$ cat src/hw/uvepc_cfg.svh
// timing and layout constants for the uv eprom host controller
// assumes a 100 MHz clock, 10 ns period
`ifndef UVEPC_CFG_SVH
`define UVEPC_CFG_SVH
`define UVEPC_CLK_PERIOD_NS 10
`define UVEPC_ADDR_W 11
`define UVEPC_DATA_W 8
`define UVEPC_ERASED_BYTE 8'hFF
// read access: longest of the three output delays, in ns
`define UVEPC_ADDR_TO_OUT_NS 450
`define UVEPC_EN_TO_OUT_NS 450
`define UVEPC_OE_TO_OUT_NS 120
// programming timing
`define UVEPC_SETUP_US 2
`define UVEPC_HOLD_US 2
`define UVEPC_PULSE_MIN_MS 45
`define UVEPC_PULSE_MAX_MS 55
`define UVEPC_PULSE_NOM_MS 50
`define UVEPC_READ_CYC ((`UVEPC_ADDR_TO_OUT_NS + `UVEPC_CLK_PERIOD_NS - 1) / `UVEPC_CLK_PERIOD_NS + 1)
`define UVEPC_SETUP_CYC ((`UVEPC_SETUP_US * 1000 + `UVEPC_CLK_PERIOD_NS - 1) / `UVEPC_CLK_PERIOD_NS)
`define UVEPC_HOLD_CYC ((`UVEPC_HOLD_US * 1000 + `UVEPC_CLK_PERIOD_NS - 1) / `UVEPC_CLK_PERIOD_NS)
`define UVEPC_PULSE_CYC ((`UVEPC_PULSE_NOM_MS * 1000000) / `UVEPC_CLK_PERIOD_NS)
`endif

$ cat src/hw/uvepc_pkg.sv
// types for the uv eprom host controller
// assumes uvepc_cfg.svh for widths
`include "uvepc_cfg.svh"
package uvepc_pkg;
  typedef enum logic [2:0] {
    UVEPC_IDLE,
    UVEPC_RD_WAIT,
    UVEPC_PG_SETUP,
    UVEPC_PG_PULSE,
    UVEPC_PG_HOLD,
    UVEPC_VF_WAIT,
    UVEPC_DONE
  } uvepc_state_t;
endpackage : uvepc_pkg

$ cat src/hw/uvepc_ctrl.sv
// host controller driving a 2048 x 8 uv eprom through its pins
// assumes pin inputs synchronous to clk; the program supply switch is external
`timescale 1ns/10ps
`include "uvepc_cfg.svh"
module uvepc_ctrl
  import uvepc_pkg::*;
#(
  parameter int PULSE_CYC = `UVEPC_PULSE_CYC
) (
  input wire logic clk,
  input wire logic rst_n,
  input wire logic rd_req,
  input wire logic pg_req,
  input wire logic pg_verify,
  input wire logic [`UVEPC_ADDR_W-1:0] req_addr,
  input wire logic [`UVEPC_DATA_W-1:0] req_data,
  input wire logic [`UVEPC_DATA_W-1:0] byte_lines_i,
  output logic [`UVEPC_DATA_W-1:0] byte_lines_o,
  output logic byte_lines_oe,
  output logic [`UVEPC_ADDR_W-1:0] location_select_inputs,
  output logic chip_enable_program,
  output logic output_enable_n,
  output logic prog_supply_high,
  output logic busy,
  output logic done,
  output logic [`UVEPC_DATA_W-1:0] rd_data,
  output logic pg_fail
);

  // ----------------------------------------
  // timing
  // ----------------------------------------
  // the read wait covers the slowest of the address, enable and output enable delays
  localparam logic [22:0] READ_CYC = 23'(`UVEPC_READ_CYC);
  localparam logic [22:0] SETUP_CYC = 23'(`UVEPC_SETUP_CYC);
  localparam logic [22:0] HOLD_CYC = 23'(`UVEPC_HOLD_CYC);
  localparam logic [22:0] PULSE_LEN = 23'(PULSE_CYC);

  // ----------------------------------------
  // state and counters
  // ----------------------------------------
  uvepc_state_t state_r;
  logic [22:0] cnt_r;
  logic verify_r;
  logic [`UVEPC_DATA_W-1:0] wdata_r;

  function automatic logic cnt_last(input logic [22:0] cnt, input logic [22:0] lim);
    cnt_last = (cnt == lim - 23'h1);
  endfunction : cnt_last

  // ----------------------------------------
  // sequencer
  // ----------------------------------------
  // a long pulse counter keeps the program pin high for exactly one nominal width,
  // so it can never stay high past the maximum even if requests keep coming
  always_ff @(posedge clk) begin
    if (!rst_n) begin
      state_r <= UVEPC_IDLE;
      cnt_r <= 23'h0;
      verify_r <= 1'b0;
      wdata_r <= `UVEPC_ERASED_BYTE;
    end else begin
      unique case (state_r)
        UVEPC_IDLE: begin
          cnt_r <= 23'h0;
          // program wins when both requests rise together
          if (pg_req) begin
            state_r <= UVEPC_PG_SETUP;
            verify_r <= pg_verify;
            wdata_r <= req_data;
          end else if (rd_req) begin
            state_r <= UVEPC_RD_WAIT;
          end
        end
        UVEPC_RD_WAIT: begin
          cnt_r <= cnt_r + 23'h1;
          if (cnt_last(cnt_r, READ_CYC)) begin
            state_r <= UVEPC_DONE;
          end
        end
        UVEPC_PG_SETUP: begin
          cnt_r <= cnt_r + 23'h1;
          if (cnt_last(cnt_r, SETUP_CYC)) begin
            state_r <= UVEPC_PG_PULSE;
            cnt_r <= 23'h0;
          end
        end
        UVEPC_PG_PULSE: begin
          cnt_r <= cnt_r + 23'h1;
          if (cnt_last(cnt_r, PULSE_LEN)) begin
            state_r <= UVEPC_PG_HOLD;
            cnt_r <= 23'h0;
          end
        end
        UVEPC_PG_HOLD: begin
          cnt_r <= cnt_r + 23'h1;
          if (cnt_last(cnt_r, HOLD_CYC)) begin
            cnt_r <= 23'h0;
            state_r <= verify_r ? UVEPC_VF_WAIT : UVEPC_DONE;
          end
        end
        UVEPC_VF_WAIT: begin
          cnt_r <= cnt_r + 23'h1;
          if (cnt_last(cnt_r, READ_CYC)) begin
            state_r <= UVEPC_DONE;
          end
        end
        UVEPC_DONE: begin
          state_r <= UVEPC_IDLE;
          cnt_r <= 23'h0;
        end
      endcase
    end
  end

  // ----------------------------------------
  // pins
  // ----------------------------------------
  // address and data are held through setup, pulse and hold so that
  // the device sees them stable on both sides of the pulse
  always_ff @(posedge clk) begin
    if (!rst_n) begin
      location_select_inputs <= '0;
    end else if (state_r == UVEPC_IDLE && (pg_req || rd_req)) begin
      location_select_inputs <= req_addr;
    end
  end

  always_ff @(posedge clk) begin
    if (!rst_n) begin
      chip_enable_program <= 1'b1;
      output_enable_n <= 1'b1;
      byte_lines_o <= '0;
      byte_lines_oe <= 1'b0;
      prog_supply_high <= 1'b0;
    end else begin
      unique case (state_r)
        UVEPC_IDLE: begin
          // standby between requests: low power, device outputs float
          chip_enable_program <= ~(pg_req || rd_req);
          output_enable_n <= ~(rd_req && !pg_req);
          byte_lines_oe <= pg_req;
          byte_lines_o <= req_data;
          prog_supply_high <= pg_req;
        end
        UVEPC_PG_SETUP: begin
          chip_enable_program <= cnt_last(cnt_r, SETUP_CYC);
        end
        UVEPC_PG_PULSE: begin
          chip_enable_program <= ~cnt_last(cnt_r, PULSE_LEN);
        end
        UVEPC_PG_HOLD: begin
          chip_enable_program <= 1'b0;
          // data is released only once the hold time has run out
          if (cnt_last(cnt_r, HOLD_CYC) && verify_r) begin
            byte_lines_oe <= 1'b0;
            output_enable_n <= 1'b0;
          end
        end
        UVEPC_DONE: begin
          // everything returns to standby on one edge, supply never before the enables
          chip_enable_program <= 1'b1;
          output_enable_n <= 1'b1;
          byte_lines_oe <= 1'b0;
          prog_supply_high <= 1'b0;
        end
        default: begin
        end
      endcase
    end
  end

  // ----------------------------------------
  // status
  // ----------------------------------------
  always_ff @(posedge clk) begin
    if (!rst_n) begin
      busy <= 1'b0;
      done <= 1'b0;
      rd_data <= `UVEPC_ERASED_BYTE;
      pg_fail <= 1'b0;
    end else begin
      // requests seen while busy are dropped, not queued
      busy <= (state_r == UVEPC_IDLE) ? (pg_req || rd_req) : (state_r != UVEPC_DONE);
      done <= 1'b0;
      if (state_r == UVEPC_IDLE && pg_req) begin
        pg_fail <= 1'b0;
      end
      if (state_r == UVEPC_RD_WAIT && cnt_last(cnt_r, READ_CYC)) begin
        rd_data <= byte_lines_i;
        done <= 1'b1;
      end
      if (state_r == UVEPC_PG_HOLD && cnt_last(cnt_r, HOLD_CYC) && !verify_r) begin
        done <= 1'b1;
      end
      // rd_data stands until the next read or verify reports; pg_fail stands until the next program request is accepted
      if (state_r == UVEPC_VF_WAIT && cnt_last(cnt_r, READ_CYC)) begin
        rd_data <= byte_lines_i;
        pg_fail <= (byte_lines_i != wdata_r);
        done <= 1'b1;
      end
    end
  end

endmodule : uvepc_ctrl

$ cat config.mk
export PLATFORM = sky130hd
export DESIGN_NAME = uvepc_ctrl
export DESIGN_NICKNAME = d
export VERILOG_FILES = /design/src/hw/uvepc_pkg.sv /design/src/hw/uvepc_ctrl.sv
export VERILOG_INCLUDE_DIRS = /design/src /design/src/hw
export SDC_FILE = /design/constraint.sdc
export NUM_CORES = 1
export LEC_CHECK = 0
export BUFFER_PORTS_ARGS = -buffer_cell sky130_fd_sc_hd__buf_4
export CELL_PAD_IN_SITES_DETAIL_PLACEMENT = 0
export CELL_PAD_IN_SITES_GLOBAL_PLACEMENT = 1
export CORE_MARGIN = 4
export CORE_UTILIZATION = 36
export CTS_CLUSTER_DIAMETER = 80
export DETAILED_ROUTE_END_ITERATION = 8
export GPL_TIMING_DRIVEN = 0
export PLACE_DENSITY = 0.87
export SYNTH_ARGS = -nofsm -noshare
export SYNTH_HDL_FRONTEND = slang
export SYNTH_SLANG_ARGS = --single-unit
$ cat constraint.sdc
create_clock -name clk -period 1.9 [get_ports clk]
set_input_delay 0.19 -clock clk [delete_from_list [all_inputs] [get_ports clk]]
set_output_delay 0.19 -clock clk [all_outputs]
set_load 0.01 [all_outputs]
==> flow_summary.json, run 1 <==
{
  "run_status": "finished, violations left",
  "violations": "negative setup slack",
  "irDropWorstVdd_v": 0.000423,
  "max_freq_ghz": 0.460,
  "diodes": 0,
  "crit_type": "reg2reg",
  "worst_pin_slew_ns": 0.626,
  "clock_path_buffers": 2,
  "timing.critical_path.buf_inv": 1,
  "synth_most_common_cell": "nand2_1",
  "yosysTopAreaCell": "dfxtp_1",
  "dieArea_sq_um": 10200,
  "synth_xor_area_share_pct": 8.20,
  "cp-end-kind": "register",
  "hold_violations": 0,
  "htreeDepth": 3,
  "worstPathRequired_ns": 2.12,
  "rsz0062_at_grt": "yes",
  "cap_violations": 0,
  "syn_area_per_cell_sq_um": 8.29,
  "synth_edf_count": 0,
  "hpwl_mm": 5.54,
  "yosys_warnings": 0,
  "cts-root-buf": "clkbuf_8",
  "die_h_microns": 101,
  "antenna_left": 0,
  "grt_overflow": 0,
  "synth-compound-area-share_pct": 12.4,
  "grt_pass1_vias": 2816,
  "min_period_ns": 2.18,
  "antenna_found_initial": 0,
  "grt_pass1_wl_mm": 13.3,
  "syn_inst": 374,
  "clkSlewWorstSetupHoldPaths_ns": 0.08,
  "drtIter0Drc": 136,
  "crit_path_max_fanout": 5,
  "synth_top_family_by_area": "simple AND/OR/NAND/NOR gates",
  "synthFlopType": "dfxtp_1",
  "cp_cell_sequence": "or4_4, or3_4, nor3_4, buf_6, mux2i_1, nand2_1",
  "startpoint_type": "register",
  "fin_crit_sh_pct": 114,
  "via_count": 2919,
  "slowest_stage": "or4_4",
  "place.gp.congestion": 0.850,
  "fin_area_sq_um": 4290,
  "power.leakage_nw": 1.70,
  "min_path_type": "in2reg",
  "ys_top_cells_by_area": "dfxtp_1 (45%), nand2_1 (9.7%), a21boi_0 (5.6%)",
  "synth_cell_types": 42,
  "start_util_pct": 37.3,
  "synth_common_cells": "nand2_1 (80), dfxtp_1 (69), nor2_1 (38)",
  "numCtsBuffers": 9,
  "via_per_inst": 5.05,
  "synth_nets": 408,
  "clock_sinks": 69,
  "maxSlewViolCount": 0,
  "finalClockSkew_ns": 0.0122,
  "worst_ep_arrival_time_ns": 2.40,
  "grt_start_max_net_pins": 14,
  "io_pins": 66,
  "drc": 0,
  "relSlewSlack_pct": 58.0,
  "power_density_nw_per_um2": 1200,
  "ys_seq_area_share_pct": 44.6,
  "crit_family": "simple AND/OR/NAND/NOR gates",
  "synthMuxAreaShare_pct": 2.91,
  "layout-drive-gt1-share_pct": 29.0,
  "synth-simple-area-share_pct": 27.7,
  "core_sq_um": 8300,
  "wire_per_inst_microns": 14.1,
  "drt_first_pass_iters": 4,
  "insertion_delay_ns": 0.35,
  "dpl_cell_area_sq_um": 3720,
  "hold_buffers": 0,
  "portBuffers": 65,
  "rows": 33,
  "dieWidth_microns": 101,
  "nets": 502,
  "cts_tree": "yes",
  "holdWs_ns": 0.0688,
  "grt_use_total_pct": 16.1,
  "syn_area_sq_um": 3100,
  "synth_top_area_share_pct": 44.6,
  "syn2layout_area_growth_pct": 38.4,
  "async_flop_share_pct": 0,
  "post-route-util_pct": 51.7,
  "ys_ff_latch": 69,
  "setup_ws_ns": -0.275,
  "max_stage_delay_ns": 0.58,
  "setup_viol": 54,
  "synthAdderAreaFrac_pct": 0.807,
  "wl_mm": 8.13
}
## report_power, final
| part | leakage (nW) | total, W | switching (W) | internal [W] |
|---|---|---|---|---|
| clock | 0.106 | 0.00134 | 0.000599 | 0.000743 |
| combinational | 1.03 | 0.00191 | 0.00108 | 0.000829 |
| sequential | 0.567 | 0.00190 | 0.000187 | 0.00171 |
## tightest hold or removal path, stage by stage
cell and delay, ns:
buf_4 0.09, mux2i_1 0.06, nand2_1 0.06
## layout make-up
| class | instances | area, sq um |
|---|---|---|
| Inverter | 10 | 37.5 |
| Multi-Input combinational cell | 280 | 1760 |
| Clock inverter | 7 | 97.6 |
| Clock buffer | 9 | 124 |
| Tap cell | 105 | 131 |
| Timing Repair Buffer | 83 | 667 |
| Buffer | 15 | 82.6 |
| Sequential cell | 69 | 1390 |
| Fill cell | 801 | 4010 |
## flip-flops by register name, summed over array words and instances (netlist names)
name and flops:
byte_lines_oe 1, output_enable_n 1, busy 1, verify_r 1
byte_lines_o 8, chip_enable_program 1, rd_data 8, location_select_inputs 11
cnt_r 23, done 1, wdata_r 8, state_r 3
prog_supply_high 1, pg_fail 1
## final timing paths
kind,cells after the start,to,start,slack [ns]
setup / recovery,6,rd_data[5]$_SDFFE_PN1P_,cnt_r[13]$_SDFF_PN0_,-0.28
hold / removal,3,rd_data[3]$_SDFFE_PN1P_,byte_lines_i[3],0.07
setup reg to reg,6,rd_data[5]$_SDFFE_PN1P_,cnt_r[13]$_SDFF_PN0_,-0.28
hold reg to reg,1,cnt_r[0]$_SDFF_PN0_,cnt_r[0]$_SDFF_PN0_,0.47
## per-stage QoR
step | setup slack [ns] | TNS [ns] | power [W] | std cells
2_1_floorplan | -0.147 | -3.68 | 0.00293 | 374
3_3_place_gp | -0.456 | -14.49 | 0.00351 | 544
3_5_place_dp | -0.515 | -16.93 | 0.00355 | 544
4_1_cts | -0.302 | -11.30 | 0.00503 | 572
5_1_grt | -0.340 | -14.47 | 0.00552 | 578
6_report | -0.275 | -8.86 | 0.00515 | 578
## routing by layer
layer / global-route usage (%) / part of all wire [%] / vias to the layer above
li1: - / - / 1459
met1: 20.9 / 46 / 1356
met2: 25.9 / 46 / 89
met3: 3.88 / 6.3 / 15
met4: 5.70 / 1.7 / 0
met5: 0 / 0 / -
## placed cells by master, fill, tap and decap left out, types with 3 or more instances in the layout
| cell | Yosys | routed |
|---|---|---|
| a21boi_0 | 23 | 22 |
| a21oi_1 | 9 | 8 |
| and2_1 | 3 | 3 |
| and3_1 | 8 | 8 |
| buf_4 | 3 | 78 |
| buf_6 | 0 | 6 |
| clkbuf_1 | 10 | 10 |
| clkbuf_8 | 0 | 9 |
| dfxtp_1 | 69 | 63 |
| dfxtp_2 | 0 | 5 |
| inv_1 | 10 | 10 |
| mux2i_1 | 9 | 9 |
| nand2_1 | 80 | 79 |
| nand3_1 | 18 | 17 |
| nand4_1 | 5 | 5 |
| nor2_1 | 38 | 32 |
| nor2_2 | 0 | 3 |
| nor2_4 | 0 | 3 |
| nor3_1 | 9 | 7 |
| nor3_4 | 0 | 3 |
| nor4_1 | 5 | 4 |
| o21ai_0 | 10 | 8 |
| or4_4 | 2 | 4 |
| xnor2_1 | 17 | 17 |
| xor2_1 | 12 | 12 |
## repair_timing
action | in CTS | in global routing
gates cloned | 3 | 0
pin swaps | 10 | 19
hold endpoints to repair | 0 | 0
resized for setup | 27 | 26
buffers inserted | 9 | 8
setup endpoints to repair | 56 | 58
## cells by family (layout without fill, tap and decap cells)
| kind of cell | count (synthesis) | in the layout |
|---|---|---|
| simple gates | 184 | 184 |
| mux | 9 | 9 |
| flops | 69 | 69 |
| buf+inv | 25 | 124 |
| compound gates | 56 | 56 |
| fa+ha+maj | 2 | 2 |
| xor+xnor | 29 | 29 |
(Power assumes the default switching activity.)
==> inputs of run 2 (changes only) <==
Settings changed: CORE_MARGIN 4 to 1, CORE_UTILIZATION 36 to 37, CTS_BUF_LIST set to sky130_fd_sc_hd__clkbuf_8, PLACE_DENSITY 0.87 to 0.89.
==> flow_summary.json, run 2 (synthesis results as in run 1) <==
{
  "intPower_w": 0.00333,
  "p_seq_share_pct": 37.2,
  "startpoint_type": "register",
  "cp-end-kind": "register",
  "run_status": "finished, violations left",
  "worstPathRequired_ns": 2.12,
  "fin_cells": 565,
  "relSlewSlack_pct": 69.6,
  "insertion_delay_ns": 0.34,
  "power_density_nw_per_um2": 1250,
  "placed_cells": 544,
  "place.gp.congestion": 0.847,
  "numCtsBuffers": 9,
  "final_cell_mix": "nand2_1 (79), buf_4 (70), dfxtp_1 (66), nor2_1 (37), a21boi_0 (23)",
  "min_period_ns": 2.17,
  "start_util_pct": 37.9,
  "power.leakage_nw": 1.62,
  "max_stage_delay_ns": 0.56,
  "combinationalPowerShare_pct": 34.6,
  "slowest_stage": "or4_4",
  "htreeDepth": 3,
  "nets": 489,
  "grt_start_max_net_pins": 13,
  "io_pins": 66,
  "clock_sinks": 69,
  "rsz0062_at_grt": "yes",
  "final_common_cell": "nand2_1",
  "grt_pass1_wl_mm": 11.9,
  "p_sw_share_pct": 34.5,
  "switchingPower_w": 0.00175,
  "holdWs_ns": 0.0757,
  "dieWidth_microns": 93.5,
  "hold_violations": 0,
  "violations": "negative setup slack",
  "cts-root-buf": "clkbuf_8",
  "die_h_microns": 93.5,
  "dieArea_sq_um": 8750,
  "syn2layout_area_growth_pct": 31.2,
  "diodes": 0,
  "largest_reg_flops": 23,
  "setup_ws_ns": -0.267,
  "cts_tree": "yes",
  "dp_slack_ns": -0.470,
  "clkSlewWorstSetupHoldPaths_ns": 0.08,
  "drc": 0,
  "hpwl_mm": 5.32,
  "via_count": 2847,
  "drtIter0Drc": 137,
  "via_per_inst": 5.04,
  "largest_register": "cnt_r",
  "irDropWorstVdd_v": 0.000403,
  "drt_first_pass_iters": 4,
  "maxSlewViolCount": 0,
  "crit_top_cell": "or4_4",
  "grt_overflow": 0,
  "portBuffers": 65,
  "wl_mm": 7.43,
  "core_sq_um": 8180,
  "max_freq_ghz": 0.461,
  "antenna_found_initial": 0,
  "worst_ep_arrival_time_ns": 2.39,
  "worst_pin_slew_ns": 0.456,
  "clockPowerShare_pct": 28.2,
  "cap_violations": 0,
  "rows": 33,
  "cp_cell_sequence": "or4_4, or4_4, nor3_2, buf_6, mux2i_1, nand2_1",
  "antenna_left": 0,
  "setup_viol": 36,
  "grt_pass1_vias": 2653,
  "reg_top3": "cnt_r: 23 flops, location_select_inputs: 11 flops",
  "finalClockSkew_ns": 0.00960,
  "clock_path_buffers": 2,
  "crit_path_max_fanout": 10,
  "hold_buffers": 0,
  "fin_crit_sh_pct": 114,
  "wire_per_inst_microns": 13.1,
  "min_path_type": "in2reg",
  "crit_type": "reg2reg",
  "layout-drive-gt1-share_pct": 24.3,
  "post-route-util_pct": 49.8,
  "grt_use_total_pct": 17.3
}
==> run 2: cell count changes in the layout (fill, tap and decap cells not counted), moves of 3 or more <==
cell / change
buf_6: -3
nor2_4: -3
dfxtp_1: +3
buf_4: -8
nor2_1: +5
==> run 2: layout make-up <==
| class | count | area (sq um) |
|---|---|---|
| Inverter | 10 | 37.5 |
| Multi-Input combinational cell | 280 | 1660 |
| Fill cell | 775 | 4110 |
| Timing Repair Buffer | 70 | 526 |
| Clock inverter | 7 | 115 |
| Buffer | 15 | 85.1 |
| Tap cell | 105 | 131 |
| Sequential cell | 69 | 1390 |
| Clock buffer | 9 | 124 |
==> run 2: stage by stage <==
step	TNS, ns	instance area (sq um)	total power (W)
finish	-6.63	4070	0.00509
global route	-9.07	4070	0.00541
CTS	-8.36	4010	0.00498
detailed placement	-14.34	3720	0.00353
global placement	-13.85	3720	0.00351
floorplan	-3.68	3100	0.00293
==> run 2: final timing paths <==
kind / from / to / slack (ns) / cells after the start
max: cnt_r[9]$_SDFF_PN0_ / rd_data[0]$_SDFFE_PN1P_ / -0.27 / 6
min: req_data[2] / wdata_r[2]$_SDFFE_PN1P_ / 0.08 / 3
min reg2reg: cnt_r[0]$_SDFF_PN0_ / cnt_r[0]$_SDFF_PN0_ / 0.46 / 1
max reg2reg: cnt_r[9]$_SDFF_PN0_ / rd_data[0]$_SDFFE_PN1P_ / -0.27 / 6
==> run 2: layer usage <==
layer | vias to the layer above | share of wire, % | global-route usage, %
li1 | 1427 | - | -
met1 | 1319 | 45 | 21.0
met2 | 89 | 47 | 29.3
met3 | 12 | 6.3 | 3.82
met4 | 0 | 1.3 | 7.44
met5 | - | 0 | 0
==> run 2: repair_timing <==
action                                  4_1_cts  5_1_grt
buffers inserted                              2        3
resized for setup                             7       14
pin swaps                                     1        5
endpoints found under the setup margin       57       58
==> run 2: worst max-delay path: cells and delay by family, from the launching register on <==
family / cells / cell delay [ns]
AND/OR/NAND/NOR: 4 / 1.32
flip-flops: 1 / 0.33
multiplexers: 1 / 0.20
buffers and inverters: 1 / 0.18
==> run 2: power groups by stage <==
stage	Sequential, W	Clock (W)	Combinational [W]
2_1_floorplan	0.00197	0	0.000964
3_3_place_gp	0.00191	0	0.00159
3_5_place_dp	0.00192	0	0.00161
4_1_cts	0.00189	0.00147	0.00163
5_1_grt	0.00192	0.00153	0.00196
6_report	0.00189	0.00144	0.00176
==> inputs of run 3 (changes only) <==
Settings changed: CORE_UTILIZATION 37 to 40, PLACE_DENSITY 0.89 to 0.91.
Clock period 1.9 ns to 2.56 ns, I/O delays scaled along.
==> flow_summary.json, run 3 (synthesis results as in run 1) <==
{
  "run_status": "finished, final reports clean",
  "max_freq_ghz": 0.424,
  "antenna_found_initial": 0,
  "grt_overflow": 0,
  "min_path_type": "in2reg",
  "cts_tree": "yes",
  "numCtsBuffers": 9,
  "drtIter0Drc": 119,
  "portBuffers": 65,
  "insertion_delay_ns": 0.34,
  "startpoint_type": "register",
  "drc": 0,
  "dieWidth_microns": 90.0,
  "maxSlewViolCount": 0,
  "worst_ep_arrival_time_ns": 2.59,
  "syn2layout_area_growth_pct": 25.1,
  "grt_pass1_wl_mm": 12.2,
  "rows": 31,
  "p_seq_share_pct": 41.9,
  "grt_use_total_pct": 18.5,
  "combinationalPowerShare_pct": 35.8,
  "slowest_stage": "or4_1",
  "final.setup.tns_ns": 0,
  "max_stage_delay_ns": 0.62,
  "grt_pass1_vias": 2648,
  "p_sw_share_pct": 37.3,
  "placed_cells": 538,
  "place.gp.congestion": 0.841,
  "grt_start_max_net_pins": 13,
  "wire_per_inst_microns": 13.1,
  "via_count": 2763,
  "min_period_ns": 2.36,
  "finalClockSkew_ns": 0.00724,
  "dieArea_sq_um": 8100,
  "setup_viol": 0,
  "nets": 484,
  "cts-root-buf": "clkbuf_8",
  "met2_usage_pct": 30.2,
  "worstPathRequired_ns": 2.79,
  "fin_crit_sh_pct": 92.1,
  "worst_pin_slew_ns": 0.646,
  "busiest_layer": "met2",
  "hold_buffers": 0,
  "irDropWorstVdd_v": 0.000286,
  "io_pins": 66,
  "hold_violations": 0,
  "hpwl_mm": 5.32,
  "grtUsageMet1_pct": 23.9,
  "dp_slack_ns": 0.217,
  "switchingPower_w": 0.00125,
  "crit_type": "reg2reg",
  "start_util_pct": 42.1,
  "setup_ws_ns": 0.203,
  "reg_top3": "cnt_r: 23 flops, location_select_inputs: 11 flops",
  "final_common_cell": "nand2_1",
  "crit_path_max_fanout": 10,
  "rsz0062_at_grt": "no",
  "post-cts-setup-buffer-count": 0,
  "power_density_nw_per_um2": 865,
  "largest_reg_flops": 23,
  "final_cell_mix": "nand2_1 (80), dfxtp_1 (69), buf_4 (68), nor2_1 (38), a21boi_0 (23)",
  "timing.critical_path.buf_inv": 1,
  "gr-usage-met3_pct": 4.65,
  "cp-end-kind": "register",
  "antenna_left": 0,
  "via_per_inst": 5.00,
  "cap_violations": 0,
  "clock_path_buffers": 2,
  "cts_resized": 0,
  "clock_sinks": 69,
  "drt_first_pass_iters": 4,
  "fin_cells": 553,
  "diodes": 0,
  "clockPowerShare_pct": 22.3,
  "die_h_microns": 90.0,
  "wl_mm": 7.24,
  "largest_register": "cnt_r",
  "relSlewSlack_pct": 56.8,
  "crit_family": "simple AND/OR/NAND/NOR gates",
  "layout-drive-gt1-share_pct": 20.5,
  "cp_cell_sequence": "or4_1, nor3_1, a21oi_1, o221ai_2, buf_4, nor2_1",
  "clkSlewWorstSetupHoldPaths_ns": 0.08,
  "htreeDepth": 3,
  "core_sq_um": 7370,
  "power.leakage_nw": 1.53,
  "intPower_w": 0.00210
}
==> run 3: cell types whose count changed in the layout (fill, tap and decap cells not counted), sizes merged <==
cell	previous run	this run
buf	74	70
bufinv	3	0
clkinvlp	1	3
clkbuf	20	19
clkinv	2	3
inv	11	10
==> run 3: area by class of cell <==
cell class	instances	area [sq um]
multi-input combinational	280	1610
inverter	10	37.5
fill	716	3490
sequential	69	1380
tap	99	124
timing repair buffer	65	488
clock inverter	6	41.3
clock buffer	9	124
buffer	15	68.8
==> run 3: per-layer routing <==
| layer | wire length (microns) | part of all wire (%) | vias up |
|---|---|---|---|
| li1 | - | - | 1416 |
| met1 | 3440 | 47 | 1267 |
| met2 | 3410 | 47 | 78 |
| met3 | 372 | 5.1 | 2 |
| met4 | 23 | 0.32 | 0 |
| met5 | 0 | 0 | - |
==> run 3: power by group through the flow <==
stage | Sequential [W] | Clock, W | Combinational, W
6_report | 0.00141 | 0.000748 | 0.00120
5_1_grt | 0.00143 | 0.000820 | 0.00136
4_1_cts | 0.00141 | 0.000781 | 0.00121
3_5_place_dp | 0.00143 | 0 | 0.00120
3_3_place_gp | 0.00142 | 0 | 0.00118
2_1_floorplan | 0.00146 | 0 | 0.000716
==> run 3: worst paths after layout <==
kind | end | cells past startpoint | startpoint | slack, ns
hold / removal | rd_data[3]$_SDFFE_PN1P_ | 3 | byte_lines_i[3] | 0.14
hold reg to reg | location_select_inputs[3]$_SDFFE_PN0P_ | 2 | location_select_inputs[3]$_SDFFE_PN0P_ | 0.47
setup / recovery | cnt_r[11]$_SDFF_PN0_ | 6 | cnt_r[16]$_SDFF_PN0_ | 0.20
setup reg to reg | cnt_r[11]$_SDFF_PN0_ | 6 | cnt_r[16]$_SDFF_PN0_ | 0.20
==> run 3: through the flow <==
step | utilization [%] | total power (W) | cell area (sq um) | hold slack, ns
detailed placement | 50.4 | 0.00263 | 3710 | 0.457
floorplan | - | 0.00217 | 3100 | 0.380
finish | 52.6 | 0.00335 | 3880 | 0.139
global route | 52.6 | 0.00360 | 3880 | 0.127
CTS | 52.6 | 0.00339 | 3880 | 0.115
global placement | 50.4 | 0.00260 | 3710 | 0.438
==> run 3: worst min-delay path: cells and delay by family <==
family,cells,cell delay (ns)
and+or+nand+nor,1,0.05
buffers and inverters,1,0.09
muxes,1,0.06
